==> config.mk <==
export PLATFORM = sky130hd
export DESIGN_NAME = usbc_core
export DESIGN_NICKNAME = d
export VERILOG_FILES = /design/src/usbc_pkg.sv /design/src/usbc_core.sv /design/src/usbc_baud_gen.sv
export VERILOG_INCLUDE_DIRS = /design/src /design/src/src
export SDC_FILE = /design/constraint.sdc
export NUM_CORES = 1
export LEC_CHECK = 0
export BUFFER_PORTS_ARGS = -buffer_cell sky130_fd_sc_hd__clkbuf_2
export CORE_MARGIN = 3
export CORE_UTILIZATION = 30
export CTS_CLUSTER_SIZE = 40
export DETAILED_ROUTE_END_ITERATION = 12
export HOLD_SLACK_MARGIN = 0.02
export PLACE_DENSITY = 0.49
export SETUP_SLACK_MARGIN = 0.2
export SLEW_MARGIN = 20
export SYNTH_ARGS = -nofsm -noshare
export SYNTH_HDL_FRONTEND = slang
export SYNTH_SLANG_ARGS = --single-unit
==> constraint.sdc <==
create_clock -name REF_CLK -period 4.5 [get_ports REF_CLK]
set_input_delay 0.45 -clock REF_CLK [delete_from_list [all_inputs] [get_ports REF_CLK]]
set_output_delay 0.45 -clock REF_CLK [all_outputs]
set_load 0.01 [all_outputs]
==> src/usbc_cfg.svh <==
// register map, field positions, reset values and limits of the serial port
// status, baud and break control; included by the package
`ifndef USBC_CFG_SVH
`define USBC_CFG_SVH

// register addresses on the cpu side
`define USBC_ADDR_W 16
`define USBC_ADDR_RX_ERR 16'hFF93
`define USBC_ADDR_TX_STAT 16'hFF95
`define USBC_ADDR_CLK_SEL 16'hFF96
`define USBC_ADDR_DIV 16'hFF97
`define USBC_ADDR_BRK 16'hFF98

// reset values
`define USBC_RST_ZERO 8'h00
`define USBC_RST_DIV 8'hFF
`define USBC_RST_BRK 8'h16
`define USBC_RST_RXBUF 8'hFF
`define USBC_RST_BRK_BITS 5'h0D

// receive error status fields
`define USBC_RX_PE_BIT 2
`define USBC_RX_FE_BIT 1
`define USBC_RX_OVE_BIT 0

// transmit status fields
`define USBC_TX_BF_BIT 1
`define USBC_TX_SF_BIT 0

// break control fields
`define USBC_BRK_ACT_BIT 7
`define USBC_BRK_RXT_BIT 6
`define USBC_BRK_TXT_BIT 5
`define USBC_BRK_LEN_HI 4
`define USBC_BRK_LEN_LO 2
`define USBC_BRK_DIR_BIT 1
`define USBC_BRK_INV_BIT 0

// break length decode: codes 5..7 give 13..15, codes 0..4 give 16..20
`define USBC_BRK_WRAP_CODE 3'h5
`define USBC_BRK_LOW_BASE 5'h08
`define USBC_BRK_HIGH_BASE 5'h10

// clock select and divisor limits
`define USBC_SEL_MAX 4'hB
`define USBC_DIV_MIN 8'h08

// parity modes
`define USBC_PAR_ODD 2'h2
`define USBC_PAR_EVEN 2'h3

`endif

==> src/usbc_pkg.sv <==
// types shared by the serial port status, baud and break control modules
// assumes usbc_cfg.svh is reachable on the include path
package usbc_pkg;
`include "usbc_cfg.svh"

	typedef struct packed {
		logic [10:0] pre_cnt;
		logic [7:0] div_cnt;
		logic half;
		logic baud_tick;
		logic bit_tick;
	} usbc_baud_s;

	typedef struct packed {
		logic [2:0] rx_err;
		logic [7:0] rx_buf;
		logic rx_full;
		logic tx_bf;
		logic tx_sf;
		logic tx_load;
		logic [3:0] clk_sel;
		logic [7:0] divisor;
		logic brk_active;
		logic brk_tx_trig;
		logic brk_tx_start;
		logic [2:0] brk_len;
		logic [4:0] brk_bits;
		logic bit_order;
		logic tx_inv;
		logic [7:0] rdata;
	} usbc_core_s;

endpackage : usbc_pkg

==> src/usbc_core.sv <==
// status, baud-rate and break control of an asynchronous serial port
// assumes a cpu register port of single-cycle read/write strobes, and a
// shift datapath that reports frame events as one-cycle pulses
`timescale 1ns/10ps
module usbc_core import usbc_pkg::*; (
	// clock, reset, enable
	input wire logic REF_CLK,
	input wire logic RST_B,
	input wire logic CLK_EN,
	// cpu register port
	input wire logic [`USBC_ADDR_W-1:0] ADDR,
	input wire logic WR,
	input wire logic RD,
	input wire logic [7:0] WDATA,
	output logic [7:0] RDATA,
	// mode bits held in the port mode register
	input wire logic PORT_POWER_ENABLE,
	input wire logic TX_ENABLE,
	input wire logic RX_ENABLE,
	input wire logic [1:0] PARITY_MODE,
	// receive datapath events
	input wire logic RX_DONE,
	input wire logic [7:0] RX_DATA,
	input wire logic RX_PARITY_BIT,
	input wire logic RX_STOP_BIT,
	input wire logic RX_BUFFER_READ,
	output logic [7:0] RX_BUFFER,
	// transmit datapath events
	input wire logic TX_BUFFER_WRITE,
	input wire logic TX_FRAME_END,
	output logic TX_LOAD,
	// break field
	input wire logic BREAK_RX_DONE,
	input wire logic BREAK_TX_DONE,
	output logic BREAK_RX_ACTIVE,
	output logic BREAK_TX_START,
	output logic [4:0] BREAK_LEN_BITS,
	output logic BIT_ORDER_SELECT,
	output logic TX_INVERT,
	// baud timing
	output logic BAUD_TICK,
	output logic BIT_TICK
);

	usbc_core_s st_reg;
	usbc_core_s st_next;

	// one address compare shared by the write and error-read strobe decodes
	function automatic logic addr_hit(input logic [`USBC_ADDR_W-1:0] a,
		input logic [`USBC_ADDR_W-1:0] reg_addr);
		addr_hit = (a == reg_addr);
	endfunction : addr_hit

	function automatic logic [4:0] brk_len_bits(input logic [2:0] code);
		brk_len_bits = (code >= `USBC_BRK_WRAP_CODE) ?
			(5'(code) + `USBC_BRK_LOW_BASE) : (5'(code) + `USBC_BRK_HIGH_BASE);
	endfunction : brk_len_bits

	function automatic logic par_error(input logic [1:0] mode, input logic [7:0] d,
		input logic pb);
		logic ones;
		ones = ^{d, pb};
		unique case (mode)
			`USBC_PAR_ODD: par_error = ~ones;
			`USBC_PAR_EVEN: par_error = ones;
			default: par_error = 1'b0;
		endcase
	endfunction : par_error

	logic rx_run;
	logic tx_run;
	logic wr_brk;
	logic rd_err;
	logic overrun;
	logic rx_take;
	logic load_now;

	always_comb begin
		// mode bits change rarely; read combinationally here as plain levels
		rx_run = PORT_POWER_ENABLE && RX_ENABLE;
		tx_run = PORT_POWER_ENABLE && TX_ENABLE;
		wr_brk = WR && addr_hit(ADDR, `USBC_ADDR_BRK);
		rd_err = RD && addr_hit(ADDR, `USBC_ADDR_RX_ERR);
		overrun = RX_DONE && rx_run && st_reg.rx_full && !RX_BUFFER_READ;
		rx_take = RX_DONE && rx_run && !overrun;
		load_now = tx_run && st_reg.tx_bf && (!st_reg.tx_sf || TX_FRAME_END);

		st_next = st_reg;
		st_next.tx_load = 1'b0;
		st_next.brk_tx_start = 1'b0;

		// receive error flags: a new event beats the read-clear
		if (rd_err) begin
			st_next.rx_err = '0;
		end
		if (RX_DONE && rx_run) begin
			if (par_error(PARITY_MODE, RX_DATA, RX_PARITY_BIT)) begin
				st_next.rx_err[`USBC_RX_PE_BIT] = 1'b1;
			end
			if (!RX_STOP_BIT) begin
				st_next.rx_err[`USBC_RX_FE_BIT] = 1'b1;
			end
		end
		if (overrun) begin
			st_next.rx_err[`USBC_RX_OVE_BIT] = 1'b1;
		end

		// receive buffer
		if (RX_BUFFER_READ) begin
			st_next.rx_full = 1'b0;
		end
		if (rx_take) begin
			st_next.rx_buf = RX_DATA;
			st_next.rx_full = 1'b1;
		end
		if (!RX_ENABLE) begin
			st_next.rx_full = 1'b0;
		end

		// transmit flags
		if (load_now) begin
			st_next.tx_load = 1'b1;
			st_next.tx_bf = 1'b0;
			st_next.tx_sf = 1'b1;
		end else if (TX_FRAME_END) begin
			st_next.tx_sf = 1'b0;
		end
		if (TX_BUFFER_WRITE && tx_run) begin
			st_next.tx_bf = 1'b1;
		end
		if (!tx_run) begin
			st_next.tx_bf = 1'b0;
			st_next.tx_sf = 1'b0;
			st_next.tx_load = 1'b0;
		end

		// clock select and divisor writes
		if (WR && addr_hit(ADDR, `USBC_ADDR_CLK_SEL)) begin
			st_next.clk_sel = WDATA[3:0];
		end
		if (WR && addr_hit(ADDR, `USBC_ADDR_DIV)) begin
			st_next.divisor = WDATA;
		end

		// break field control
		if (BREAK_RX_DONE) begin
			st_next.brk_active = 1'b0;
		end
		if (BREAK_TX_DONE) begin
			st_next.brk_tx_trig = 1'b0;
		end
		if (wr_brk) begin
			st_next.brk_len = WDATA[`USBC_BRK_LEN_HI:`USBC_BRK_LEN_LO];
			st_next.brk_bits = brk_len_bits(WDATA[`USBC_BRK_LEN_HI:`USBC_BRK_LEN_LO]);
			st_next.bit_order = WDATA[`USBC_BRK_DIR_BIT];
			st_next.tx_inv = WDATA[`USBC_BRK_INV_BIT];
			// trigger self-clears on completion, so rewriting 1 restarts
			if (WDATA[`USBC_BRK_RXT_BIT] && rx_run) begin
				st_next.brk_active = 1'b1;
			end
			if (WDATA[`USBC_BRK_TXT_BIT] && tx_run) begin
				st_next.brk_tx_trig = 1'b1;
				st_next.brk_tx_start = 1'b1;
			end
		end
		if (!rx_run) begin
			st_next.brk_active = 1'b0;
		end
		if (!tx_run) begin
			st_next.brk_tx_trig = 1'b0;
			st_next.brk_tx_start = 1'b0;
		end

		// power off clears the whole port state except configuration
		if (!PORT_POWER_ENABLE) begin
			st_next.rx_err = '0;
			st_next.rx_buf = `USBC_RST_RXBUF;
			st_next.rx_full = 1'b0;
			st_next.brk_active = 1'b0;
		end

		// read data, registered: answer one cycle after the strobe
		st_next.rdata = `USBC_RST_ZERO;
		if (RD) begin
			unique case (ADDR)
				`USBC_ADDR_RX_ERR: st_next.rdata = {5'h00, st_reg.rx_err};
				`USBC_ADDR_TX_STAT: st_next.rdata = {6'h00, st_reg.tx_bf, st_reg.tx_sf};
				`USBC_ADDR_CLK_SEL: st_next.rdata = {4'h0, st_reg.clk_sel};
				`USBC_ADDR_DIV: st_next.rdata = st_reg.divisor;
				`USBC_ADDR_BRK: st_next.rdata = {st_reg.brk_active, 2'h0, st_reg.brk_len,
					st_reg.bit_order, st_reg.tx_inv};
				default: st_next.rdata = `USBC_RST_ZERO;
			endcase
		end
	end

	always_ff @(posedge REF_CLK or negedge RST_B) begin
		if (!RST_B) begin
			st_reg.rx_err <= '0;
			st_reg.rx_buf <= `USBC_RST_RXBUF;
			st_reg.rx_full <= 1'b0;
			st_reg.tx_bf <= 1'b0;
			st_reg.tx_sf <= 1'b0;
			st_reg.tx_load <= 1'b0;
			st_reg.clk_sel <= 4'h0;
			st_reg.divisor <= `USBC_RST_DIV;
			st_reg.brk_active <= 1'b0;
			st_reg.brk_tx_trig <= 1'b0;
			st_reg.brk_tx_start <= 1'b0;
			st_reg.brk_len <= 3'(`USBC_RST_BRK >> `USBC_BRK_LEN_LO);
			st_reg.brk_bits <= `USBC_RST_BRK_BITS;
			st_reg.bit_order <= 1'b1;
			st_reg.tx_inv <= 1'b0;
			st_reg.rdata <= `USBC_RST_ZERO;
		end else if (CLK_EN) begin
			st_reg <= st_next;
		end
	end

	// counters clear to zero and stay there with the port powered down
	usbc_baud_gen u_baud (
		.clk(REF_CLK),
		.rst_b(RST_B),
		.ce(CLK_EN),
		.run(PORT_POWER_ENABLE),
		.clk_sel(st_reg.clk_sel),
		.divisor(st_reg.divisor),
		.baud_tick(BAUD_TICK),
		.bit_tick(BIT_TICK)
	);

	assign RDATA = st_reg.rdata;
	assign RX_BUFFER = st_reg.rx_buf;
	assign TX_LOAD = st_reg.tx_load;
	assign BREAK_RX_ACTIVE = st_reg.brk_active;
	assign BREAK_TX_START = st_reg.brk_tx_start;
	assign BREAK_LEN_BITS = st_reg.brk_bits;
	assign BIT_ORDER_SELECT = st_reg.bit_order;
	assign TX_INVERT = st_reg.tx_inv;

endmodule : usbc_core

==> src/usbc_baud_gen.sv <==
// base clock prescaler and 8-bit divisor counter
// assumes synchronous run control from the owning core; one clock domain
`timescale 1ns/10ps
module usbc_baud_gen import usbc_pkg::*; (
	// clock and reset
	input wire logic clk,
	input wire logic rst_b,
	input wire logic ce,
	// control
	input wire logic run,
	input wire logic [3:0] clk_sel,
	input wire logic [7:0] divisor,
	// ticks
	output logic baud_tick,
	output logic bit_tick
);

	usbc_baud_s st_reg;
	usbc_baud_s st_next;

	// prohibited codes fall back to the nearest legal one
	function automatic logic [3:0] legal_sel(input logic [3:0] s);
		legal_sel = (s > `USBC_SEL_MAX) ? `USBC_SEL_MAX : s;
	endfunction : legal_sel

	function automatic logic [7:0] legal_div(input logic [7:0] d);
		legal_div = (d < `USBC_DIV_MIN) ? `USBC_DIV_MIN : d;
	endfunction : legal_div

	logic [10:0] pre_last;
	logic base_tick;
	logic [7:0] div_last;

	always_comb begin
		pre_last = 11'((12'h001 << legal_sel(clk_sel)) - 12'h001);
		base_tick = (st_reg.pre_cnt >= pre_last);
		div_last = legal_div(divisor) - 8'h01;
		st_next = st_reg;
		st_next.baud_tick = 1'b0;
		st_next.bit_tick = 1'b0;
		if (!run) begin
			st_next.pre_cnt = '0;
			st_next.div_cnt = '0;
			st_next.half = 1'b0;
		end else begin
			st_next.pre_cnt = base_tick ? 11'h000 : st_reg.pre_cnt + 11'h001;
			if (base_tick) begin
				// compare, not reload: rewriting the same value leaves the count alone
				if (st_reg.div_cnt >= div_last) begin
					st_next.div_cnt = '0;
					st_next.baud_tick = 1'b1;
					st_next.half = ~st_reg.half;
					st_next.bit_tick = st_reg.half;
				end else begin
					st_next.div_cnt = st_reg.div_cnt + 8'h01;
				end
			end
		end
	end

	always_ff @(posedge clk or negedge rst_b) begin
		if (!rst_b) begin
			st_reg <= '0;
		end else if (ce) begin
			st_reg <= st_next;
		end
	end

	assign baud_tick = st_reg.baud_tick;
	assign bit_tick = st_reg.bit_tick;

endmodule : usbc_baud_gen

# Word-level counts from Yosys, hierarchy flattened
# Index checks and enable logic that the tools add are counted.
# op_classes
magnitude_cmp	5
reduce_logical	30
eq_ne	14
bitwise_logic	2
addsub	6
n_mux	36
n_shift	1
# op_table
operator	n
$eq 16x16->1 const B	5
$pmux 8 s5	1
$mux 8	3
$mux 11	2
$mux 20	1
$reduce_and 2->1	9
$mux 1	16
$logic_and 1x1->1	15
$mux 13	1
$mux 12	1
$add 11x1->11 const B	1
$ge 11x11->1	1
$shl 1x4->11 const A	1
$sub 11x1->11 const B	1
$mux 3	3
$mux 9	1
$reduce_xor 9->1	1
$add 8x1->8 const B	1
$ge 8x8->1	1
$lt 8x4->1 const B	1
$mux 2	4
$sub 8x1->8 const B	1
$ne 2x1->1 const B	3
$ne 3x1->1 const B	2
other kinds (14)	18
# totals
ff_bits	70
word_cells	116

# Depth between registers and ports, before layout
# depth
word_depth	9
mapped_depth	16
ltp_nobuf	14

# Cells and area by module
# A second synthesis with hierarchy kept.
# unflattened
cells_unflattened	417
hier_area_um2	4240.3
# modules_own_cells
mod	n_inst	seq_area_each_um2	area_per_inst_um2	cells_each
usbc_core	1	1126.1	2363.5	214
usbc_baud_gen	1	550.5	1876.8	203

# Worst setup path before layout
# No wires, ideal clock.
# synth_timing
path_kind	register -> register
from	register st_reg[32] (netlist name)
to	register u_baud.st_reg[6] in the netlist's numbering
n_path_buf	3
arrival_ps	3530
slack_ps	874
setup_time_ps	95
path_stages_with_launch	16
required_time_ps	4405
path_cell_list	dfrtp_1 > clkbuf_1 > or4_1 > ha_1 > clkbuf_1 > nor4b_1 > a21oi_1 > o22a_1 > ha_1 > nand4_1 > or2_1 > nor3_1 > nor3_2 > or3b_1 > buf_2 > o31ai_1
# synth_between
elab_chain_cells	7
# synth_lines
element	line_no	rtl
$gt 4x4->1 (no line)	n/a	
$mux 4 (*)	usbc_baud_gen.sv:23	legal_sel = (s > `USBC_SEL_MAX) ? `USBC_SEL_MAX : s;
$shl 1x4->11 (*)	usbc_baud_gen.sv:35	pre_last = 11'((12'h001 << legal_sel(clk_sel)) - 12'h001);
$sub 11x1->11 (*)	usbc_baud_gen.sv:35	
$ge 11x11->1 (*)	usbc_baud_gen.sv:36	base_tick = (st_reg.pre_cnt >= pre_last);
$ne 2x1->1 (no line) (*)	n/a	
$reduce_and 2->1 (no line) (*)	n/a	
to (signal assigned)	usbc_baud_gen.sv:65	st_reg <= st_next;
to (decl)	usbc_baud_gen.sv:18	usbc_baud_s st_reg;
# Every way passes the cells marked *; elsewhere a longest branch is shown, timed or not.
# A chain may end at the register's enable or synchronous reset.

# Final worst setup path
# layout_timing
from	register st_reg[29] (netlist name)
to	register u_baud.st_reg[9] in the netlist's numbering
# layout_between
elab_chain_cells	7
# layout_lines
element	line_no
$gt 4x4->1 (no line)	n/a
$mux 4 (*)	usbc_baud_gen.sv:23
$shl 1x4->11 (*)	usbc_baud_gen.sv:35
$sub 11x1->11 (*)	usbc_baud_gen.sv:35
$ge 11x11->1 (*)	usbc_baud_gen.sv:36
$ne 2x1->1 (no line) (*)	n/a
$reduce_and 2->1 (no line) (*)	n/a
# Marked as above.

==> flow_summary.ini <==
[detailed_routing]
vias = 3237
vias_per_cell = 4.96
drt_iter0_drc = 161
drtAntennaViolNets = 0
drc = 0
wl_per_cell_um = 15.6
dr.pass1.iters = 4
wl_um = 10200

[cells_and_area]
drive_gt1_share_pct = 29.4
n_antenna_cell = 0
nNetsFinal = 548
fin_area_um2 = 4790
mostFrequentLayoutCells = clkbuf_2, nand2_1, dfrtp_1
final_util_pct = 36.9
synthToLayoutAreaGrowth_pct = 17.3
final_common_cell = clkbuf_2

[power]
p_clk_share_pct = 48.9
peakVddDrop_mv = 0.159
p_sw_w = 0.000341
pwr-share-seq_pct = 43.0
switching_share_pct = 23.6
pwr-share-comb_pct = 8.2
powerDensity_nw_per_um2 = 301
cellLeakagePower_nw = 2.18
power.internal_w = 0.00110

[grt]
grt_pass1_wl_um = 16600
grt_pass1_vias = 3349
track_usage_pct = 14.4
grt_max_degree = 49
antenna_found_initial = 0
overflow = 0

[placed_design]
gp_congestion = 0.773
post_dp_cell_area_um2 = 4490
hpwl_um = 7720
portBuffers = 76

[critical_path]
crit_type = reg2reg
slowest_delay_ns = 0.62
cpMostUsedCell = ha_1
setup.worst_path.end_class = register
worst-path-max-fanout = 11
crit_chain = or4_1 > ha_1 > nor4b_1 > a21oi_1 > o22a_1 > ha_1 > nand4_1 > or2_1 > o311ai_0 > o21ai_2 > a2bb2oi_1 > o31ai_1
startpoint_type = register
cp_slowest_cell = o311ai_0
crit_family = compound AO/OA/AOI/OAI gates
crit_arrival_ns = 4.09
path_buf_inv = 0
cp.required_ns = 4.71

[synth]
ys_ff_latch = 66
synth_nets = 493
synth.area.top_cells = dfrtp_1, dfstp_2, ha_1
synth.mux.area_fraction_pct = 7.39
yosys.area_share.simple_pct = 17.9
synth_top_family_by_area = simple AND/OR/NAND/NOR gates
ys.flop_type = dfrtp_1
avgSynthCellArea_um2 = 9.72
synth_fa_ha_area_share_pct = 7.05
ys_seq_area_share_pct = 41.1
synth-xor-area-share_pct = 4.51
async_flop_share_pct = 100
syn_inst = 420
synth_edf_count = 0
yosys.area.top_type = dfrtp_1
syn_area_um2 = 4080
synthDistinctLibCells = 63
synth_compound_area_share_pct = 14.6
synth_top_area_share_pct = 28.2
yosys_warnings = 0

[floorplan]
core_area_um2 = 13000
initial_core_util_pct = 31.4
io_pins = 78
die_area_um2 = 15000
die_x_um = 123
rows = 41
fp.dieH_um = 123

[clocking]
holdBufCountCts = 0
postCtsSetupRepairBufs = 0
post_cts_resized = 0
cts_num_sinks = 66
clk_path_buf_depth = 2
cts_root_buf = clkbuf_16
htree_levels = 3
cts_buffers = 9
clk_latency_ns = 0.34
cts_tree = done
clk_pin_slew_ns = 0.06

[worst_hold_path]
hold_class = in2async

[outcome]
status = completed

[timing]
fin_crit_ns = 3.88
setup_viol = 0
drv_slew = 0
rsz0062_at_grt = no
relSlewSlack_pct = 39.8
setup_tns_ns = 0
skew_ns = 0.00645
tightest_slew_ns = 0.901
hold_viol = 0
whs_ns = 0.0507
period_share_pct = 86.2
fmax_mhz = 258

[flow_run]
max_cap_violations = 0
-- cell usage after synthesis, types with 3 or more instances --
master	number
dfstp_2	20
dfrtp_1	46
o21a_1	4
o2bb2ai_1	4
xor2_1	9
a2bb2oi_1	4
nor2b_1	4
nand2_1	47
a21oi_1	8
buf_2	4
or2_2	3
o31ai_1	6
o22ai_1	6
or4_1	4
nand4_1	10
clkbuf_1	9
inv_1	23
ha_1	23
nand2b_1	11
buf_4	21
and3_1	5
nand3_1	10
mux2_2	16
a221oi_1	3
a21o_1	5
mux2i_1	11
nor3_1	10
o21ai_0	23
xnor2_1	12
nor2_1	18
-- final timing paths --
kind | from | endpoint | slack, ns | cells past startpoint
min reg2reg | st_reg[36] | st_reg[36] | 0.47 | 2
min in group REF_CLK | RX_STOP_BIT | st_reg[46] | 0.28 | 2
max in group asynchronous | RST_B | RDATA[6] | 3.42 | 2
max | st_reg[29] | u_baud.st_reg[9] | 0.62 | 12
max reg2reg | st_reg[29] | u_baud.st_reg[9] | 0.62 | 12
min | RST_B | st_reg[36] | 0.05 | 1
-- power groups by stage --
stage          clock [W]  sequential [W]  combinational [W]
6_report        0.000705        0.000620           0.000118
5_1_grt         0.000752        0.000621           0.000135
4_1_cts         0.000730        0.000619           0.000121
3_5_place_dp           0        0.000629           0.000120
3_3_place_gp           0        0.000629           0.000118
2_1_floorplan          0        0.000626          0.0000640
-- cell families (layout without fill, tap and decap cells) --
kind of cell | Yosys count | in the layout
xor+xnor | 21 | 21
fa+ha+maj | 23 | 23
flops | 66 | 66
mux | 28 | 28
compound gates | 85 | 85
buf+inv | 59 | 119
simple gates | 138 | 138
-- cell type report --
type / instances / area [µm²]
Timing Repair Buffer: 80 / 410
Multi-Input combinational cell: 295 / 2100
Clock buffer: 12 / 246
Clock inverter: 4 / 51.3
Inverter: 23 / 86.3
Sequential cell: 66 / 1680
Fill cell: 1316 / 8190
Tap cell: 172 / 215
-- through the flow --
step                cells  setup slack (ns)  power (W)
finish                652             0.623    0.00144
CTS                   652             0.647    0.00147
detailed placement    636             0.650   0.000749
global placement      636             0.764   0.000747
floorplan             420             0.874   0.000690
global route          652             0.389    0.00151
-- routing by layer --
layer / global-route usage (%) / vias to the layer above / share of wire, %
met2: 22.6 / 77 / 47
met1: 19.0 / 1538 / 47
met5: 0 / - / 0
met3: 3.87 / 12 / 4.6
met4: 5.32 / 0 / 1.6
li1: - / 1610 / -
No activity file was read; power rests on OpenSTA's default activity.
